==> src/shared/cfg_reset_defines.svh <==
`ifndef CFG_RESET_DEFINES_SVH
`define CFG_RESET_DEFINES_SVH

// =====================================================================
// configuration space addresses
`define CFG_WORD_ADDR 14'h2007
`define CAL_WORD_ADDR 14'h2009

// =====================================================================
// configuration word field positions
`define FLD_FAILSAFE 11
`define FLD_SWITCHOVER 10
`define FLD_DROP_HI 9
`define FLD_DROP_LO 8
`define FLD_DATA_LOCK 7
`define FLD_PROG_LOCK 6
`define FLD_PIN_SELECT 5
`define FLD_SETTLE_DIS 4
`define FLD_WDOG 3
`define FLD_OSC_HI 2
`define FLD_OSC_LO 0
`define CFG_IMPL_BITS 12
`define CFG_UNIMPL_READ 4'hf
`define CFG_ERASED 12'hfff
`define CAL_ERASED 16'hffff
`define BUS_IDLE_DATA 16'h0000

// =====================================================================
// timing
`define CLK_PERIOD_NS 50
`define PIN_FILTER_NS 2000
`define PIN_FILTER_CYC ((`PIN_FILTER_NS + `CLK_PERIOD_NS - 1) / `CLK_PERIOD_NS)
`define SETTLE_TIME_US 64000
`define SLOW_OSC_HZ 31000
`define SETTLE_TICKS (`SETTLE_TIME_US * `SLOW_OSC_HZ / 1000000)
`define XTAL_CYCLES 1024

`endif

==> src/shared/cfg_reset_pkg.sv <==
package cfg_reset_pkg;

  typedef enum logic [2:0] {
    OSC_LOW_POWER_XTAL = 3'h0,
    OSC_STANDARD_XTAL = 3'h1,
    OSC_HIGH_SPEED_XTAL = 3'h2,
    OSC_EXTERNAL_CLOCK = 3'h3,
    OSC_INTERNAL_IO_PINS = 3'h4,
    OSC_INTERNAL_CLOCK_OUT = 3'h5,
    OSC_RC_IO_PIN = 3'h6,
    OSC_RC_CLOCK_OUT = 3'h7
  } osc_mode_t;

  typedef enum logic [1:0] {
    DROP_OFF = 2'h0,
    DROP_SOFT = 2'h1,
    DROP_RUN_ONLY = 2'h2,
    DROP_ALWAYS = 2'h3
  } drop_mode_t;

  typedef enum logic [3:0] {
    ST_HOLD = 4'h1,
    ST_SETTLE = 4'h2,
    ST_XTAL = 4'h4,
    ST_RUN = 4'h8
  } seq_state_t;

  typedef enum logic [2:0] {
    CAUSE_POWER_ON = 3'h0,
    CAUSE_WDOG_RUN = 3'h1,
    CAUSE_WDOG_SLEEP = 3'h2,
    CAUSE_PIN_RUN = 3'h3,
    CAUSE_PIN_SLEEP = 3'h4,
    CAUSE_SUPPLY_DROP = 3'h5
  } reset_cause_t;

  typedef struct packed {
    logic failsafe_monitor_enable;
    logic clock_switchover_enable;
    drop_mode_t supply_drop_mode_select;
    logic data_protect;
    logic program_protect;
    logic reset_pin_select;
    logic settle_timer_en;
    logic watchdog_en;
    osc_mode_t osc_mode;
    logic clock_output_pin_en;
  } settings_t;

  typedef struct packed {
    logic timeout_flag;
    logic powerdown_flag;
    logic power_on_flag_n;
    logic supply_drop_flag_n;
  } status_flags_t;

endpackage

==> src/config_word_and_reset_control.sv <==
// How it works
// - programmed bit reads 0, erased reads 1
// - config word fixed, reachable only in programming
// - top four config bits read as ones
// - bit 11 enables fail-safe clock monitor
// - bit 10 enables oscillator switchover
// - two bits pick supply-drop reset mode
// - data lock; unlocking erases data memory
// - program lock; unlocking erases program memory
// - bit 5 makes pin reset input
// - settle timer enabled when bit 4 zero
// - watchdog forced on, else software enable
// - three bits select oscillator source
// - drop reset never enables settle timer
// - pin reset stops internal/RC oscillator
// - calibration word survives bulk erase
// - six distinct reset causes recorded
// - unaffected class untouched; others reset
// - watchdog wake resumes without register reset
// - timeout and powerdown flags mark cause
// - reset pin filtered against short pulses
// - watchdog reset never drives reset pin
// - settle timer holds 64 ms after power
// - settle timer first, then crystal timer
`timescale 1ns/1ps
`default_nettype none
`include "cfg_reset_defines.svh"
module config_word_and_reset_control (
  input wire logic core_clk,
  input wire logic srst,
  input wire logic prog_mode,
  input wire logic [13:0] prog_addr,
  input wire logic [15:0] prog_wdata,
  input wire logic prog_wr,
  input wire logic prog_rd,
  input wire logic prog_bulk_erase,
  output logic [15:0] prog_rdata,
  input wire logic power_on_event,
  input wire logic supply_drop_event,
  input wire logic watchdog_timeout,
  input wire logic sleep_active,
  input wire logic soft_supply_drop_enable,
  input wire logic watchdog_soft_enable,
  input wire logic slow_osc_tick,
  input wire logic crystal_clk_tick,
  input wire logic external_reset_pin,
  input wire logic sw_set_power_on_flag,
  input wire logic sw_set_drop_flag,
  output cfg_reset_pkg::settings_t settings_q,
  output logic watchdog_run_q,
  output logic core_reset_q,
  output logic wake_resume_q,
  output cfg_reset_pkg::reset_cause_t reset_cause_q,
  output cfg_reset_pkg::status_flags_t status_q,
  output logic internal_osc_stop_q,
  output logic data_erase_q,
  output logic program_erase_q,
  output logic [15:0] calibration_q,
  output logic pin_pullup_en_q,
  output logic pin_digital_in_q
);
  import cfg_reset_pkg::*;

  // ===================================================================
  // configuration space access
  logic cfg_hit, cal_hit, cfg_we, cal_we;
  logic [`CFG_IMPL_BITS-1:0] cfg_word, cfg_wd;
  logic [15:0] cal_word;

  assign cfg_hit = prog_mode && prog_addr == `CFG_WORD_ADDR;
  assign cal_hit = prog_mode && prog_addr == `CAL_WORD_ADDR;
  // bulk erase returns the config word to all-erased; calibration stays
  assign cfg_we = (prog_mode && prog_bulk_erase) || (prog_wr && cfg_hit);
  assign cfg_wd = prog_bulk_erase ? `CFG_ERASED : prog_wdata[`CFG_IMPL_BITS-1:0];
  assign cal_we = prog_wr && cal_hit && !prog_bulk_erase;

  config_word_store u_store (
    .core_clk(core_clk),
    .srst(srst),
    .cfg_we(cfg_we),
    .cfg_wd(cfg_wd),
    .cal_we(cal_we),
    .cal_wd(prog_wdata),
    .rd_en(prog_rd && (cfg_hit || cal_hit)),
    .rd_cal(cal_hit),
    .rd_data_q(prog_rdata),
    .cfg_word(cfg_word),
    .cal_word(cal_word)
  );

  // ===================================================================
  // memory erase when a lock is lifted
  always_ff @(posedge core_clk) begin
    if (srst) begin
      data_erase_q <= 1'b0;
      program_erase_q <= 1'b0;
    end else begin
      data_erase_q <= cfg_we && !cfg_word[`FLD_DATA_LOCK] && cfg_wd[`FLD_DATA_LOCK];
      program_erase_q <= cfg_we && !cfg_word[`FLD_PROG_LOCK] && cfg_wd[`FLD_PROG_LOCK];
    end
  end

  // ===================================================================
  // decode of the configuration word (0 = programmed, 1 = erased)
  osc_mode_t osc_sel;
  assign osc_sel = osc_mode_t'(cfg_word[`FLD_OSC_HI:`FLD_OSC_LO]);

  always_ff @(posedge core_clk) begin
    if (srst) begin
      settings_q <= '0;
      calibration_q <= `CAL_ERASED;
      pin_pullup_en_q <= 1'b0;
      pin_digital_in_q <= 1'b1;
    end else begin
      settings_q.failsafe_monitor_enable <= cfg_word[`FLD_FAILSAFE];
      settings_q.clock_switchover_enable <= cfg_word[`FLD_SWITCHOVER];
      settings_q.supply_drop_mode_select <=
        drop_mode_t'(cfg_word[`FLD_DROP_HI:`FLD_DROP_LO]);
      settings_q.data_protect <= !cfg_word[`FLD_DATA_LOCK];
      settings_q.program_protect <= !cfg_word[`FLD_PROG_LOCK];
      settings_q.reset_pin_select <= cfg_word[`FLD_PIN_SELECT];
      // settle timer follows its own bit only, whatever the drop mode
      settings_q.settle_timer_en <= !cfg_word[`FLD_SETTLE_DIS];
      settings_q.watchdog_en <= cfg_word[`FLD_WDOG];
      settings_q.osc_mode <= osc_sel;
      settings_q.clock_output_pin_en <= osc_sel == OSC_RC_CLOCK_OUT
                                        || osc_sel == OSC_INTERNAL_CLOCK_OUT;
      calibration_q <= cal_word;
      pin_pullup_en_q <= cfg_word[`FLD_PIN_SELECT];
      pin_digital_in_q <= !cfg_word[`FLD_PIN_SELECT];
    end
  end

  always_ff @(posedge core_clk) begin
    if (srst) watchdog_run_q <= 1'b0;
    else watchdog_run_q <= settings_q.watchdog_en || watchdog_soft_enable;
  end

  // ===================================================================
  // reset sources
  logic por_lvl, drop_lvl, pin_lvl;
  logic por_prev_q, drop_prev_q, ext_prev_q, ext_rst_q;
  logic drop_act;

  level_filter #(.FILTER_CYC(1), .RST_VAL(1'b1)) u_por_sync (
    .core_clk(core_clk),
    .srst(srst),
    .raw_in(power_on_event),
    .level_q(por_lvl)
  );

  level_filter #(.FILTER_CYC(1), .RST_VAL(1'b0)) u_drop_sync (
    .core_clk(core_clk),
    .srst(srst),
    .raw_in(supply_drop_event),
    .level_q(drop_lvl)
  );

  // short glitches on the pin never reach the reset merge
  level_filter #(.FILTER_CYC(`PIN_FILTER_CYC), .RST_VAL(1'b1)) u_pin_filter (
    .core_clk(core_clk),
    .srst(srst),
    .raw_in(external_reset_pin),
    .level_q(pin_lvl)
  );

  always_comb begin
    case (settings_q.supply_drop_mode_select)
      DROP_ALWAYS: drop_act = drop_lvl;
      DROP_RUN_ONLY: drop_act = drop_lvl && !sleep_active;
      DROP_SOFT: drop_act = drop_lvl && soft_supply_drop_enable;
      default: drop_act = 1'b0;
    endcase
  end

  always_ff @(posedge core_clk) begin
    if (srst) begin
      ext_rst_q <= 1'b0;
      por_prev_q <= 1'b1;
      drop_prev_q <= 1'b0;
      ext_prev_q <= 1'b0;
    end else begin
      ext_rst_q <= settings_q.reset_pin_select && !pin_lvl;
      por_prev_q <= por_lvl;
      drop_prev_q <= drop_act;
      ext_prev_q <= ext_rst_q;
    end
  end

  logic por_rise, drop_rise, ext_rise, wdog_reset, wdog_wake;
  assign por_rise = por_lvl && !por_prev_q;
  assign drop_rise = drop_act && !drop_prev_q;
  assign ext_rise = ext_rst_q && !ext_prev_q;
  // a timeout in sleep is a wake-up and resets no register
  assign wdog_reset = watchdog_timeout && watchdog_run_q && !sleep_active;
  assign wdog_wake = watchdog_timeout && watchdog_run_q && sleep_active;

  // ===================================================================
  // start-up sequence
  seq_state_t seq_q, seq_d;
  logic [10:0] settle_cnt_q;
  logic [9:0] xtal_cnt_q;
  logic power_cause_q, power_src, is_crystal, settle_done, xtal_done;

  assign power_src = por_lvl || drop_act;
  assign is_crystal = settings_q.osc_mode == OSC_HIGH_SPEED_XTAL
                      || settings_q.osc_mode == OSC_STANDARD_XTAL
                      || settings_q.osc_mode == OSC_LOW_POWER_XTAL;
  assign settle_done = slow_osc_tick && settle_cnt_q == 11'(`SETTLE_TICKS - 1);
  assign xtal_done = crystal_clk_tick && xtal_cnt_q == 10'(`XTAL_CYCLES - 1);

  always_comb begin
    seq_d = seq_q;
    case (seq_q)
      ST_HOLD: begin
        if (power_src || wdog_reset) seq_d = ST_HOLD;
        else if (power_cause_q && settings_q.settle_timer_en) seq_d = ST_SETTLE;
        else if (power_cause_q && is_crystal) seq_d = ST_XTAL;
        else seq_d = ST_RUN;
      end
      ST_SETTLE: begin
        if (power_src) seq_d = ST_HOLD;
        else if (settle_done) seq_d = is_crystal ? ST_XTAL : ST_RUN;
      end
      ST_XTAL: begin
        if (power_src) seq_d = ST_HOLD;
        else if (xtal_done) seq_d = ST_RUN;
      end
      ST_RUN: begin
        if (power_src || wdog_reset) seq_d = ST_HOLD;
      end
      default: seq_d = ST_HOLD;
    endcase
  end

  always_ff @(posedge core_clk) begin
    if (srst) seq_q <= ST_HOLD;
    else seq_q <= seq_d;
  end

  always_ff @(posedge core_clk) begin
    if (srst) power_cause_q <= 1'b1;
    else if (power_src) power_cause_q <= 1'b1;
    else if (seq_d == ST_RUN) power_cause_q <= 1'b0;
  end

  // the settle count restarts whenever the supply falls away again
  always_ff @(posedge core_clk) begin
    if (srst || seq_q != ST_SETTLE || power_src) settle_cnt_q <= 11'h0;
    else if (slow_osc_tick) settle_cnt_q <= settle_cnt_q + 11'h1;
  end

  always_ff @(posedge core_clk) begin
    if (srst || seq_q != ST_XTAL || power_src) xtal_cnt_q <= 10'h0;
    else if (crystal_clk_tick) xtal_cnt_q <= xtal_cnt_q + 10'h1;
  end

  // timers keep running under a held pin, so release of the pin alone
  // starts execution at once; the unaffected register class takes no
  // part in this reset at all
  always_ff @(posedge core_clk) begin
    if (srst) core_reset_q <= 1'b1;
    else core_reset_q <= seq_d != ST_RUN || ext_rst_q;
  end

  // the pin is input only, so no internal reset ever drives it
  always_ff @(posedge core_clk) begin
    if (srst) wake_resume_q <= 1'b0;
    else wake_resume_q <= wdog_wake && !power_src;
  end

  always_ff @(posedge core_clk) begin
    if (srst) internal_osc_stop_q <= 1'b0;
    else internal_osc_stop_q <= ext_rst_q && !is_crystal
                                && settings_q.osc_mode != OSC_EXTERNAL_CLOCK;
  end

  // ===================================================================
  // cause record and status flags
  always_ff @(posedge core_clk) begin
    if (srst) begin
      reset_cause_q <= CAUSE_POWER_ON;
      status_q <= '{timeout_flag: 1'b1, powerdown_flag: 1'b1,
                    power_on_flag_n: 1'b0, supply_drop_flag_n: 1'b1};
    end else if (por_rise) begin
      reset_cause_q <= CAUSE_POWER_ON;
      status_q <= '{timeout_flag: 1'b1, powerdown_flag: 1'b1,
                    power_on_flag_n: 1'b0,
                    supply_drop_flag_n: status_q.supply_drop_flag_n};
    end else if (drop_rise) begin
      reset_cause_q <= CAUSE_SUPPLY_DROP;
      status_q.timeout_flag <= 1'b1;
      status_q.powerdown_flag <= 1'b1;
      status_q.supply_drop_flag_n <= 1'b0;
      // a software set in the same cycle still lands on the other flag
      if (sw_set_power_on_flag) status_q.power_on_flag_n <= 1'b1;
    end else begin
      if (wdog_reset) begin
        reset_cause_q <= CAUSE_WDOG_RUN;
        status_q.timeout_flag <= 1'b0;
      end else if (wdog_wake) begin
        reset_cause_q <= CAUSE_WDOG_SLEEP;
        status_q.timeout_flag <= 1'b0;
        status_q.powerdown_flag <= 1'b0;
      end else if (ext_rise && sleep_active) begin
        reset_cause_q <= CAUSE_PIN_SLEEP;
        status_q.timeout_flag <= 1'b1;
        status_q.powerdown_flag <= 1'b0;
      end else if (ext_rise) begin
        reset_cause_q <= CAUSE_PIN_RUN;
      end
      if (sw_set_power_on_flag) status_q.power_on_flag_n <= 1'b1;
      if (sw_set_drop_flag) status_q.supply_drop_flag_n <= 1'b1;
    end
  end
endmodule
`default_nettype wire

==> src/config_word_store.sv <==
`timescale 1ns/1ps
`default_nettype none
`include "cfg_reset_defines.svh"
module config_word_store (
  input wire logic core_clk,
  input wire logic srst,
  input wire logic cfg_we,
  input wire logic [`CFG_IMPL_BITS-1:0] cfg_wd,
  input wire logic cal_we,
  input wire logic [15:0] cal_wd,
  input wire logic rd_en,
  input wire logic rd_cal,
  output logic [15:0] rd_data_q,
  output logic [`CFG_IMPL_BITS-1:0] cfg_word,
  output logic [15:0] cal_word
);
  logic [`CFG_IMPL_BITS-1:0] cfg_mem_q;
  logic [15:0] cal_mem_q;
  logic cfg_valid_q, cal_valid_q;

  // non-volatile cells carry no reset; a cell not written since srst reads erased
  always_ff @(posedge core_clk) begin
    if (cfg_we) cfg_mem_q <= cfg_wd;
    if (cal_we) cal_mem_q <= cal_wd;
  end

  always_ff @(posedge core_clk) begin
    if (srst) begin
      cfg_valid_q <= 1'b0;
      cal_valid_q <= 1'b0;
    end else begin
      if (cfg_we) cfg_valid_q <= 1'b1;
      if (cal_we) cal_valid_q <= 1'b1;
    end
  end

  assign cfg_word = cfg_valid_q ? cfg_mem_q : `CFG_ERASED;
  assign cal_word = cal_valid_q ? cal_mem_q : `CAL_ERASED;

  always_ff @(posedge core_clk) begin
    if (srst) rd_data_q <= `BUS_IDLE_DATA;
    else if (!rd_en) rd_data_q <= `BUS_IDLE_DATA;
    else if (rd_cal) rd_data_q <= cal_word;
    else rd_data_q <= {`CFG_UNIMPL_READ, cfg_word};
  end
endmodule
`default_nettype wire

==> src/level_filter.sv <==
`timescale 1ns/1ps
`default_nettype none
module level_filter #(
  parameter int FILTER_CYC = 1,
  parameter logic RST_VAL = 1'b0
) (
  input wire logic core_clk,
  input wire logic srst,
  input wire logic raw_in,
  output logic level_q
);
  logic s1_q, s2_q, s3_q;
  logic [5:0] cnt_q;

  always_ff @(posedge core_clk) begin
    s1_q <= raw_in;
    s2_q <= s1_q;
    s3_q <= s2_q;
  end

  // a new level must stand unchanged for FILTER_CYC agreeing samples
  always_ff @(posedge core_clk) begin
    if (srst) begin
      cnt_q <= 6'h0;
      level_q <= RST_VAL;
    end else if (s2_q == s3_q && s3_q != level_q) begin
      if (cnt_q == 6'(FILTER_CYC - 1)) begin
        level_q <= s3_q;
        cnt_q <= 6'h0;
      end else begin
        cnt_q <= cnt_q + 6'h1;
      end
    end else begin
      cnt_q <= 6'h0;
    end
  end
endmodule
`default_nettype wire
==> config.mk <==
export PLATFORM = sky130hd
export DESIGN_NAME = config_word_and_reset_control
export DESIGN_NICKNAME = d
export VERILOG_FILES = /design/src/shared/cfg_reset_pkg.sv /design/src/config_word_and_reset_control.sv /design/src/config_word_store.sv /design/src/level_filter.sv
export VERILOG_INCLUDE_DIRS = /design/src /design/src/shared
export SDC_FILE = /design/constraint.sdc
export NUM_CORES = 1
export LEC_CHECK = 0
export ABC_AREA = 1
export ABC_CLOCK_PERIOD_IN_PS = 3000
export BUFFER_PORTS_ARGS = -buffer_cell sky130_fd_sc_hd__buf_2
export CAP_MARGIN = 20
export CORE_ASPECT_RATIO = 0.8
export CORE_MARGIN = 5
export CORE_UTILIZATION = 45
export CTS_BUF_LIST = sky130_fd_sc_hd__clkbuf_4
export DETAILED_ROUTE_END_ITERATION = 16
export PLACE_DENSITY = 0.67
export SKIP_CTS_REPAIR_TIMING = 1
export SLEW_MARGIN = 40
export SYNTH_ARGS = -nofsm -noshare
export SYNTH_HDL_FRONTEND = slang
export SYNTH_SLANG_ARGS = --single-unit
==> constraint.sdc <==
create_clock -name core_clk -period 3 [get_ports core_clk]
set_input_delay 0.45 -clock core_clk [delete_from_list [all_inputs] [get_ports core_clk]]
set_output_delay 0.45 -clock core_clk [all_outputs]
set_load 0.01 [all_outputs]
==> results.ini, run 1 <==
[critical_path]
crit_top_cell = nand2_1
start_kind = flip-flop
timing.rr.end = settle_cnt_q[0]$_SDFFE_PP0P_
crit_path_end_kind = flip-flop
max_stage_delay_ns = 0.39
r2r_cells = 9
critPathSlowestCell = dfxtp_1
critPathArrivalTime_ns = 2.35
worstPathCellList = inv_1, ha_1, nand3_1, nand2_1, nand2_1, inv_1, nor2_2, nand2_1, a21oi_1
crit_required_ns = 3.47
r2r_slack_ns = 1.12
r2r_start = settings_q[9]$_SDFF_PP0_
path_class = reg2reg
path_max_fanout = 11

[floorplan]
die_h_um = 110
initial_core_util_pct = 46.0
io_pins = 107
die_w_um = 135
row_count = 36
coreArea_mm2 = 0.0122
die_area_mm2 = 0.0148

[global_route]
grt_pass1_wl_um = 19400
grt-ovfl-total = 0
grt_max_degree = 30
grt_antenna_before_repair = 0
grt_use_total_pct = 16.7
grt_pass1_vias = 4239

[power]
switchingPower_uw = 909
clock_power_share_pct = 35.5
p_total_uw = 3590
p_seq_share_pct = 58.8
swShare_pct = 25.3
internal-power_uw = 2680
power_density_mw_per_mm2 = 543
combPwrFrac_pct = 5.7
vdd_drop_max_v = 0.000360
p_leak_uw = 0.00284

[worst_hold_path]
hold_start = prog_wdata[15]
hold_class = in2reg
hold_end = u_store.cal_mem_q[15]$_DFFE_PP_
min_path_cells = 1

[timing]
tightest_slew_ns = 0.665
rsz0062_at_grt = no
tns_ns = 0
layout_min_cycle_time_ns = 1.88
hold_viol_final = 0
fmax_ghz = 0.531
period_share_pct = 62.8
fin_skew_ns = 0.0226
slew_headroom_pct = 55.6
setup_viol = 0
maxSlewViolCount = 0

[logic_synthesis]
synth_nets = 693
synth_cell_types = 37
synth_cells = 636
yosys.area_share.simple_pct = 25.2
avgSynthCellArea_um2 = 8.84
syn-cell-area_mm2 = 0.00562
synth_top_family_by_area = simple AND/OR/NAND/NOR gates
ys_ff_latch = 149
synth_xor_area_share_pct = 3.43
muxShareOfSynthArea_pct = 0
synth_fa_ha_area_share_pct = 2.23
synth.yosys.seq_area_share_pct = 58.1
synth_compound_area_share_pct = 5.03
yosys_warnings = 0

[drt]
post_drt_wl_per_cell_um = 12.7
first_pass_iters = 6
route.antenna.remaining_nets = 0
drt_iter0_markers = 166
dr_total_vias = 4358
finalWirelength_um = 11800
viasPerCell = 4.67
drc = 0

[clock_network]
cts_buffers = 17
clkSinkCount = 149
clock_latency_ns = 0.55
clkTransAtPathRegs_ns = 0.13
cts_root_buffer = clkbuf_4
cts_buffer_depth = 2
cts_tree = done
htree_levels = 4

[placement]
place_inst = 898
dp_hpwl_um = 8550
gp_congestion = 0.828
portBuffers = 106

[outcome]
status = finished, final reports clean

[cells_and_area]
synthToLayoutAreaGrowth_pct = 17.5
drive_gt1_share_pct = 22.0
mostFrequentLayoutCell = nor2_1
antenna_cells = 0
final_cells = 933
final_cell_mix = 126 x nor2_1, 121 x dfxtp_1, 106 x buf_2
nNetsFinal = 806

[run]
max-cap-violations = 0

[cells by family (layout without fill, tap and decap cells)]
group,after synthesis,count (layout)
adder cells (fa/ha/maj),10,10
buffers and inverters,82,208
flip-flops,149,149
AND/OR/NAND/NOR,321,321
XOR/XNOR,22,22
AO/OA/AOI/OAI,52,52
[metal layers]
| metal | share of wire, % | track usage, % |
|---|---|---|
| met3 | 5.4 | 5.08 |
| met4 | 1.9 | 6.98 |
| met2 | 47 | 28.1 |
| met1 | 46 | 20.2 |
| met5 | 0 | 0 |
[Yosys cell counts]
cell / instances / area share [%]
nand3_2: 1 / 0.18
o31ai_1: 3 / 0.40
xor2_1: 16 / 2.5
clkbuf_1: 8 / 0.53
buf_4: 1 / 0.13
dfxtp_1: 121 / 43
nand3b_1: 1 / 0.13
nand3_1: 33 / 2.9
or2_2: 23 / 2.6
o2111ai_1: 2 / 0.31
nor2_1: 126 / 8.4
ha_1: 10 / 2.2
buf_2: 4 / 0.36
nor2_2: 2 / 0.22
o22ai_1: 1 / 0.11
and3_1: 2 / 0.22
a21oi_1: 29 / 2.6
clkbuf_2: 1 / 0.089
edfxtp_1: 28 / 15
o211ai_1: 1 / 0.13
or2_0: 4 / 0.45
and3b_1: 1 / 0.16
nor4_2: 1 / 0.22
nand4_1: 13 / 1.4
xnor2_1: 6 / 0.93
nor2b_1: 1 / 0.11
nand2_2: 2 / 0.22
nor3_1: 12 / 1.1
a31oi_1: 1 / 0.11
nand2_1: 95 / 6.3
nor3b_1: 3 / 0.40
a21boi_0: 1 / 0.13
clkinv_1: 1 / 0.067
nor4_1: 1 / 0.11
o21ai_0: 14 / 1.2
inv_1: 64 / 4.3
buf_6: 3 / 0.60
[power by group through the flow]
| stage | registers (uW) | logic (uW) | clock network, uW |
|---|---|---|---|
| 2_1_floorplan | 2160 | 109 | 0 |
| 3_3_place_gp | 2150 | 200 | 0 |
| 3_5_place_dp | 2150 | 203 | 0 |
| 4_1_cts | 2110 | 204 | 1320 |
| 5_1_grt | 2120 | 233 | 1410 |
| 6_report | 2110 | 205 | 1270 |
[final cells by class]
type	instances	area [um^2]
clock buffer	17	128
clock inverter	15	165
fill	1112	5600
inverter	65	244
multi-input combinational	405	2020
sequential	149	3260
tap	171	214
timing repair buffer	111	576
[worst max-delay path, delay by kind of cell, from the launching register on]
| kind | cells | cell delay (ns) |
|---|---|---|
| buffers and inverters | 2 | 0.15 |
| DFF | 1 | 0.39 |
| and+or+nand+nor | 5 | 0.77 |
| adders and majority gates | 1 | 0.29 |
| AOI/OAI and AO/OA | 1 | 0.21 |
[how the worst max path moves through the flow]
stage                             startpoint  slack [ns]                                to  cells past startpoint
global placement               prog_addr[11]        1.10   u_store.rd_data_q[4]$_SDFF_PP0_                      8
finish              settings_q[9]$_SDFF_PP0_        1.12      settle_cnt_q[0]$_SDFFE_PP0P_                      9
floorplan                      prog_addr[11]        1.41    u_store.cal_mem_q[0]$_DFFE_PP_                      5
detailed placement             prog_addr[11]        0.98  u_store.rd_data_q[10]$_SDFF_PP0_                      8
CTS                 settings_q[9]$_SDFF_PP0_        1.09      settle_cnt_q[0]$_SDFFE_PP0P_                      9
global route        settings_q[9]$_SDFF_PP0_        0.88      settle_cnt_q[0]$_SDFFE_PP0P_                      9
[through the flow]
step                      setup WS (ns)  instance area [um^2]  utilization, %  hold slack (ns)
after detailed placement          0.984                  6280            51.5            0.314
final                              1.12                  6610            54.1           0.0702
after global placement             1.10                  6280            51.5            0.316
after global routing              0.878                  6610            54.1           0.0121
after floorplan                    1.41                  5620               -            0.310
after CTS                          1.09                  6580            53.9          -0.0633
[flip-flops by register name, indices dropped and copies added, names as in the netlist, 3 cells and up]
register and count:
calibration_q 16, u_store.cal_mem_q 16, u_store.rd_data_q 16, settings_q 12
u_store.cfg_mem_q 12, settle_cnt_q 11, xtal_cnt_q 10, u_drop_sync.cnt_q 6
u_pin_filter.cnt_q 6, u_por_sync.cnt_q 6, seq_q 4, status_q 4
reset_cause_q 3
No activity file was read; power rests on OpenSTA's default activity.
==> run 2: changes to the inputs <==
--- a/config.mk
+++ b/config.mk
@@ -6,8 +6,8 @@
 export SDC_FILE = /design/constraint.sdc
 export NUM_CORES = 1
 export LEC_CHECK = 0
-export ABC_AREA = 1
-export ABC_CLOCK_PERIOD_IN_PS = 3000
+export ABC_AREA = 0
+export ABC_CLOCK_PERIOD_IN_PS = 1680
 export BUFFER_PORTS_ARGS = -buffer_cell sky130_fd_sc_hd__buf_2
 export CAP_MARGIN = 20
 export CORE_ASPECT_RATIO = 0.8
@@ -15,7 +15,7 @@
 export CORE_UTILIZATION = 45
 export CTS_BUF_LIST = sky130_fd_sc_hd__clkbuf_4
 export DETAILED_ROUTE_END_ITERATION = 16
-export PLACE_DENSITY = 0.67
+export PLACE_DENSITY = 0.7
 export SKIP_CTS_REPAIR_TIMING = 1
 export SLEW_MARGIN = 40
 export SYNTH_ARGS = -nofsm -noshare
==> constraint.sdc (replaced) <==
create_clock -name core_clk -period 1.68 [get_ports core_clk]
set_input_delay 0.252 -clock core_clk [delete_from_list [all_inputs] [get_ports core_clk]]
set_output_delay 0.252 -clock core_clk [all_outputs]
set_load 0.01 [all_outputs]
==> results.ini, run 2 <==
[logic_synthesis]
yosys-top-cells-area = dfxtp_1 43%, edfxtp_1 15%, nor2_1 4.4%, inv_1 2.8%, nand3b_1 2.8%
synth_top_area_share_pct = 42.9  ; -0.24 points
ys_top_cells_by_count = 121 x dfxtp_1, 67 x nor2_1, 42 x inv_1, 28 x edfxtp_1, 21 x nand3b_1
synth_cell_types = 57  ; +54%
synth_flop_cell = dfxtp_1
yosys.area_share.simple_pct = 20.9  ; -4.3 points
yosysTopAreaCell = dfxtp_1
avgSynthCellArea_um2 = 10.4  ; +18%
synth_xor_area_share_pct = 4.96  ; +1.5 points
synth_compound_area_share_pct = 8.83  ; +3.8 points
synthArstFlopShare_pct = 0  ; unchanged
synth_cells = 543  ; -15%
ys_ff_latch = 149  ; unchanged
synth_nets = 600  ; -13%
post-synth-top-count-cell = dfxtp_1
synth_edf_count = 28  ; unchanged
muxShareOfSynthArea_pct = 0.708  ; +0.71 points
synth.yosys.seq_area_share_pct = 57.7  ; -0.32 points
synth_fa_ha_area_share_pct = 2.21  ; -0.012 points
syn-cell-area_mm2 = 0.00565  ; +0.56%
synth_top_family_by_area = simple AND/OR/NAND/NOR gates
yosys_warnings = 0  ; unchanged

[drt]
drt_iter0_markers = 144  ; -13%
drc = 0  ; unchanged
dr_total_vias = 4444  ; +2.0%
route.antenna.remaining_nets = 0  ; unchanged
viasPerCell = 4.98  ; +6.7%
post_drt_wl_per_cell_um = 14.8  ; +17%
finalWirelength_um = 13200  ; +11%
first_pass_iters = 4  ; -2

[global_route]
grt_pass1_vias = 4407  ; +4.0%
grt_use_total_pct = 18.1  ; +1.4 points
grt-ovfl-total = 0  ; unchanged
grt_max_degree = 28  ; -6.7%
grt_pass1_wl_um = 21000  ; +8.6%
grt_antenna_before_repair = 0  ; unchanged

[cells_and_area]
nNetsFinal = 765  ; -5.1%
final_cell_mix = 117 x dfxtp_1, 106 x buf_2, 67 x nor2_1
largest_registers = calibration_q: 16 flops, u_store.cal_mem_q: 16 flops, u_store.rd_data_q: 16 flops
drive_gt1_share_pct = 29.4  ; +7.4 points
antenna_cells = 0  ; unchanged
nFillCells = 1078  ; -3.1%
seqCellArea_mm2 = 0.00327  ; +0.23%
mostFrequentLayoutCell = dfxtp_1
multi_input_area_mm2 = 0.00222  ; +9.9%
synthToLayoutAreaGrowth_pct = 28.7

[timing]
tightest_slew_ns = 0.556  ; -0.109 ns
hold_viol_final = 0  ; unchanged
period_share_pct = 94.7  ; +32 points
fin_skew_ns = 0.0195  ; -0.00305 ns
tns_ns = 0  ; unchanged
fmax_ghz = 0.629  ; +18%
slew_headroom_pct = 62.6  ; +7.0 points
rsz0062_at_grt = yes
maxSlewViolCount = 0  ; unchanged
layout_min_cycle_time_ns = 1.59  ; -0.292 ns
setup_viol = 0  ; unchanged

[floorplan]
initial_core_util_pct = 46.1  ; +0.086 points
row_count = 36  ; unchanged
die_h_um = 110  ; +0.25%
io_pins = 107  ; unchanged
die_area_mm2 = 0.0149  ; +0.51%
die_w_um = 135  ; +0.26%
coreArea_mm2 = 0.0123  ; +0.37%

[placement]
gp_congestion = 0.865  ; +4.5%
portBuffers = 106  ; unchanged
dp_hpwl_um = 9570  ; +12%

[power]
p_total_uw = 6710  ; +87%
switchingPower_uw = 1540  ; +69%
vdd_drop_max_v = 0.000503  ; +40%
combPwrFrac_pct = 6.7  ; +1.0 points
p_seq_share_pct = 56.0  ; -2.8 points
power_density_mw_per_mm2 = 923  ; +70%
internal-power_uw = 5180  ; +93%
clock_power_share_pct = 37.3  ; +1.8 points
p_leak_uw = 0.00297  ; +4.6%
swShare_pct = 22.9  ; -2.4 points

[critical_path]
critPathArrivalTime_ns = 2.02  ; -0.33 ns
start_kind = flip-flop
path_max_fanout = 7  ; -4
crit_path_end_kind = flip-flop
path_class = reg2reg
crit_required_ns = 2.11  ; -1.36 ns

[worst_hold_path]
hold_class = in2reg

[outcome]
status = finished, final reports clean

[clock_network]
htree_levels = 4  ; unchanged
cts_tree = done
cts_buffer_depth = 2  ; unchanged
clkSinkCount = 149  ; unchanged
cts_root_buffer = clkbuf_4
cts_buffers = 17  ; unchanged
clock_latency_ns = 0.54  ; about the same
clkTransAtPathRegs_ns = 0.13  ; about the same

[run]
max-cap-violations = 0  ; unchanged

==> run 2: worst paths after layout <==
check / start / endpoint / slack [ns] / depth (start not counted)
hold / removal: slow_osc_tick / settle_cnt_q[0]$_SDFFE_PP0P_ / 0.04 / 3
setup / recovery: settings_q[9]$_SDFF_PP0_ / power_cause_q$_SDFFE_PP1N_ / 0.09 / 5
hold reg to reg: u_pin_filter.s1_q$_DFF_P_ / u_pin_filter.s2_q$_DFF_P_ / 0.34 / 0
setup reg to reg: settings_q[9]$_SDFF_PP0_ / power_cause_q$_SDFFE_PP1N_ / 0.09 / 5
==> run 2: final cells by class <==
cell class / instances / area share [%]
inverters: 42 / 2.17
repair buffers: 169 / 14.9
clock buffers: 20 / 2.06
clock inverters: 12 / 2.46
multi-input cells: 329 / 30.5
flip-flops and latches: 149 / 45.0
well taps: 171 / 2.94
==> run 2: kinds of logic after synthesis <==
group / after synthesis
AO/OA/AOI/OAI: 72
flip-flops: 149
AND/OR/NAND/NOR: 211
multiplexers: 4
buffers and inverters: 65
XOR/XNOR: 32
adder cells (fa/ha/maj): 10
==> run 2: stage by stage <==
stage                     cell area, um^2  utilization [%]  hold WS (ns)  cells  setup slack, ns
after floorplan                      5700                -         0.280    543          -0.0392
after global placement               6630             54.1         0.315    834         -0.00552
after detailed placement             6630             54.1         0.314    834          -0.0411
after CTS                            6960             56.8        -0.248    866          -0.0470
after global routing                 7270             59.4        0.0119    892          -0.0257
final                                7270             59.4        0.0424    892           0.0889
==> run 2: per-layer routing <==
layer / share of wire (%) / up-vias / global-route usage [%] / wire length, um
met5: 0 / - / 0 / 0
met4: 1.1 / 0 / 6.12 / 151
met3: 5.0 / 11 / 5.72 / 655
met2: 51 / 113 / 31.8 / 6690
met1: 43 / 2106 / 21.3 / 5660
li1: - / 2214 / - / -
==> run 2: power by group through the flow <==
| stage | sequential (uW) | combinational, uW | clock [uW] |
|---|---|---|---|
| finish | 3760 | 450 | 2510 |
| global route | 3770 | 494 | 2730 |
| CTS | 3760 | 400 | 2570 |
| detailed placement | 3840 | 399 | 0 |
| global placement | 3840 | 393 | 0 |
| floorplan | 3850 | 197 | 0 |
==> run 2: critical path, stage by stage, from the launching register on <==
cell and delay [ns]:
dfxtp_2 0.37, inv_1 0.05, ha_1 0.32, a31oi_4 0.27
o21ai_1 0.18, a221o_1 0.30
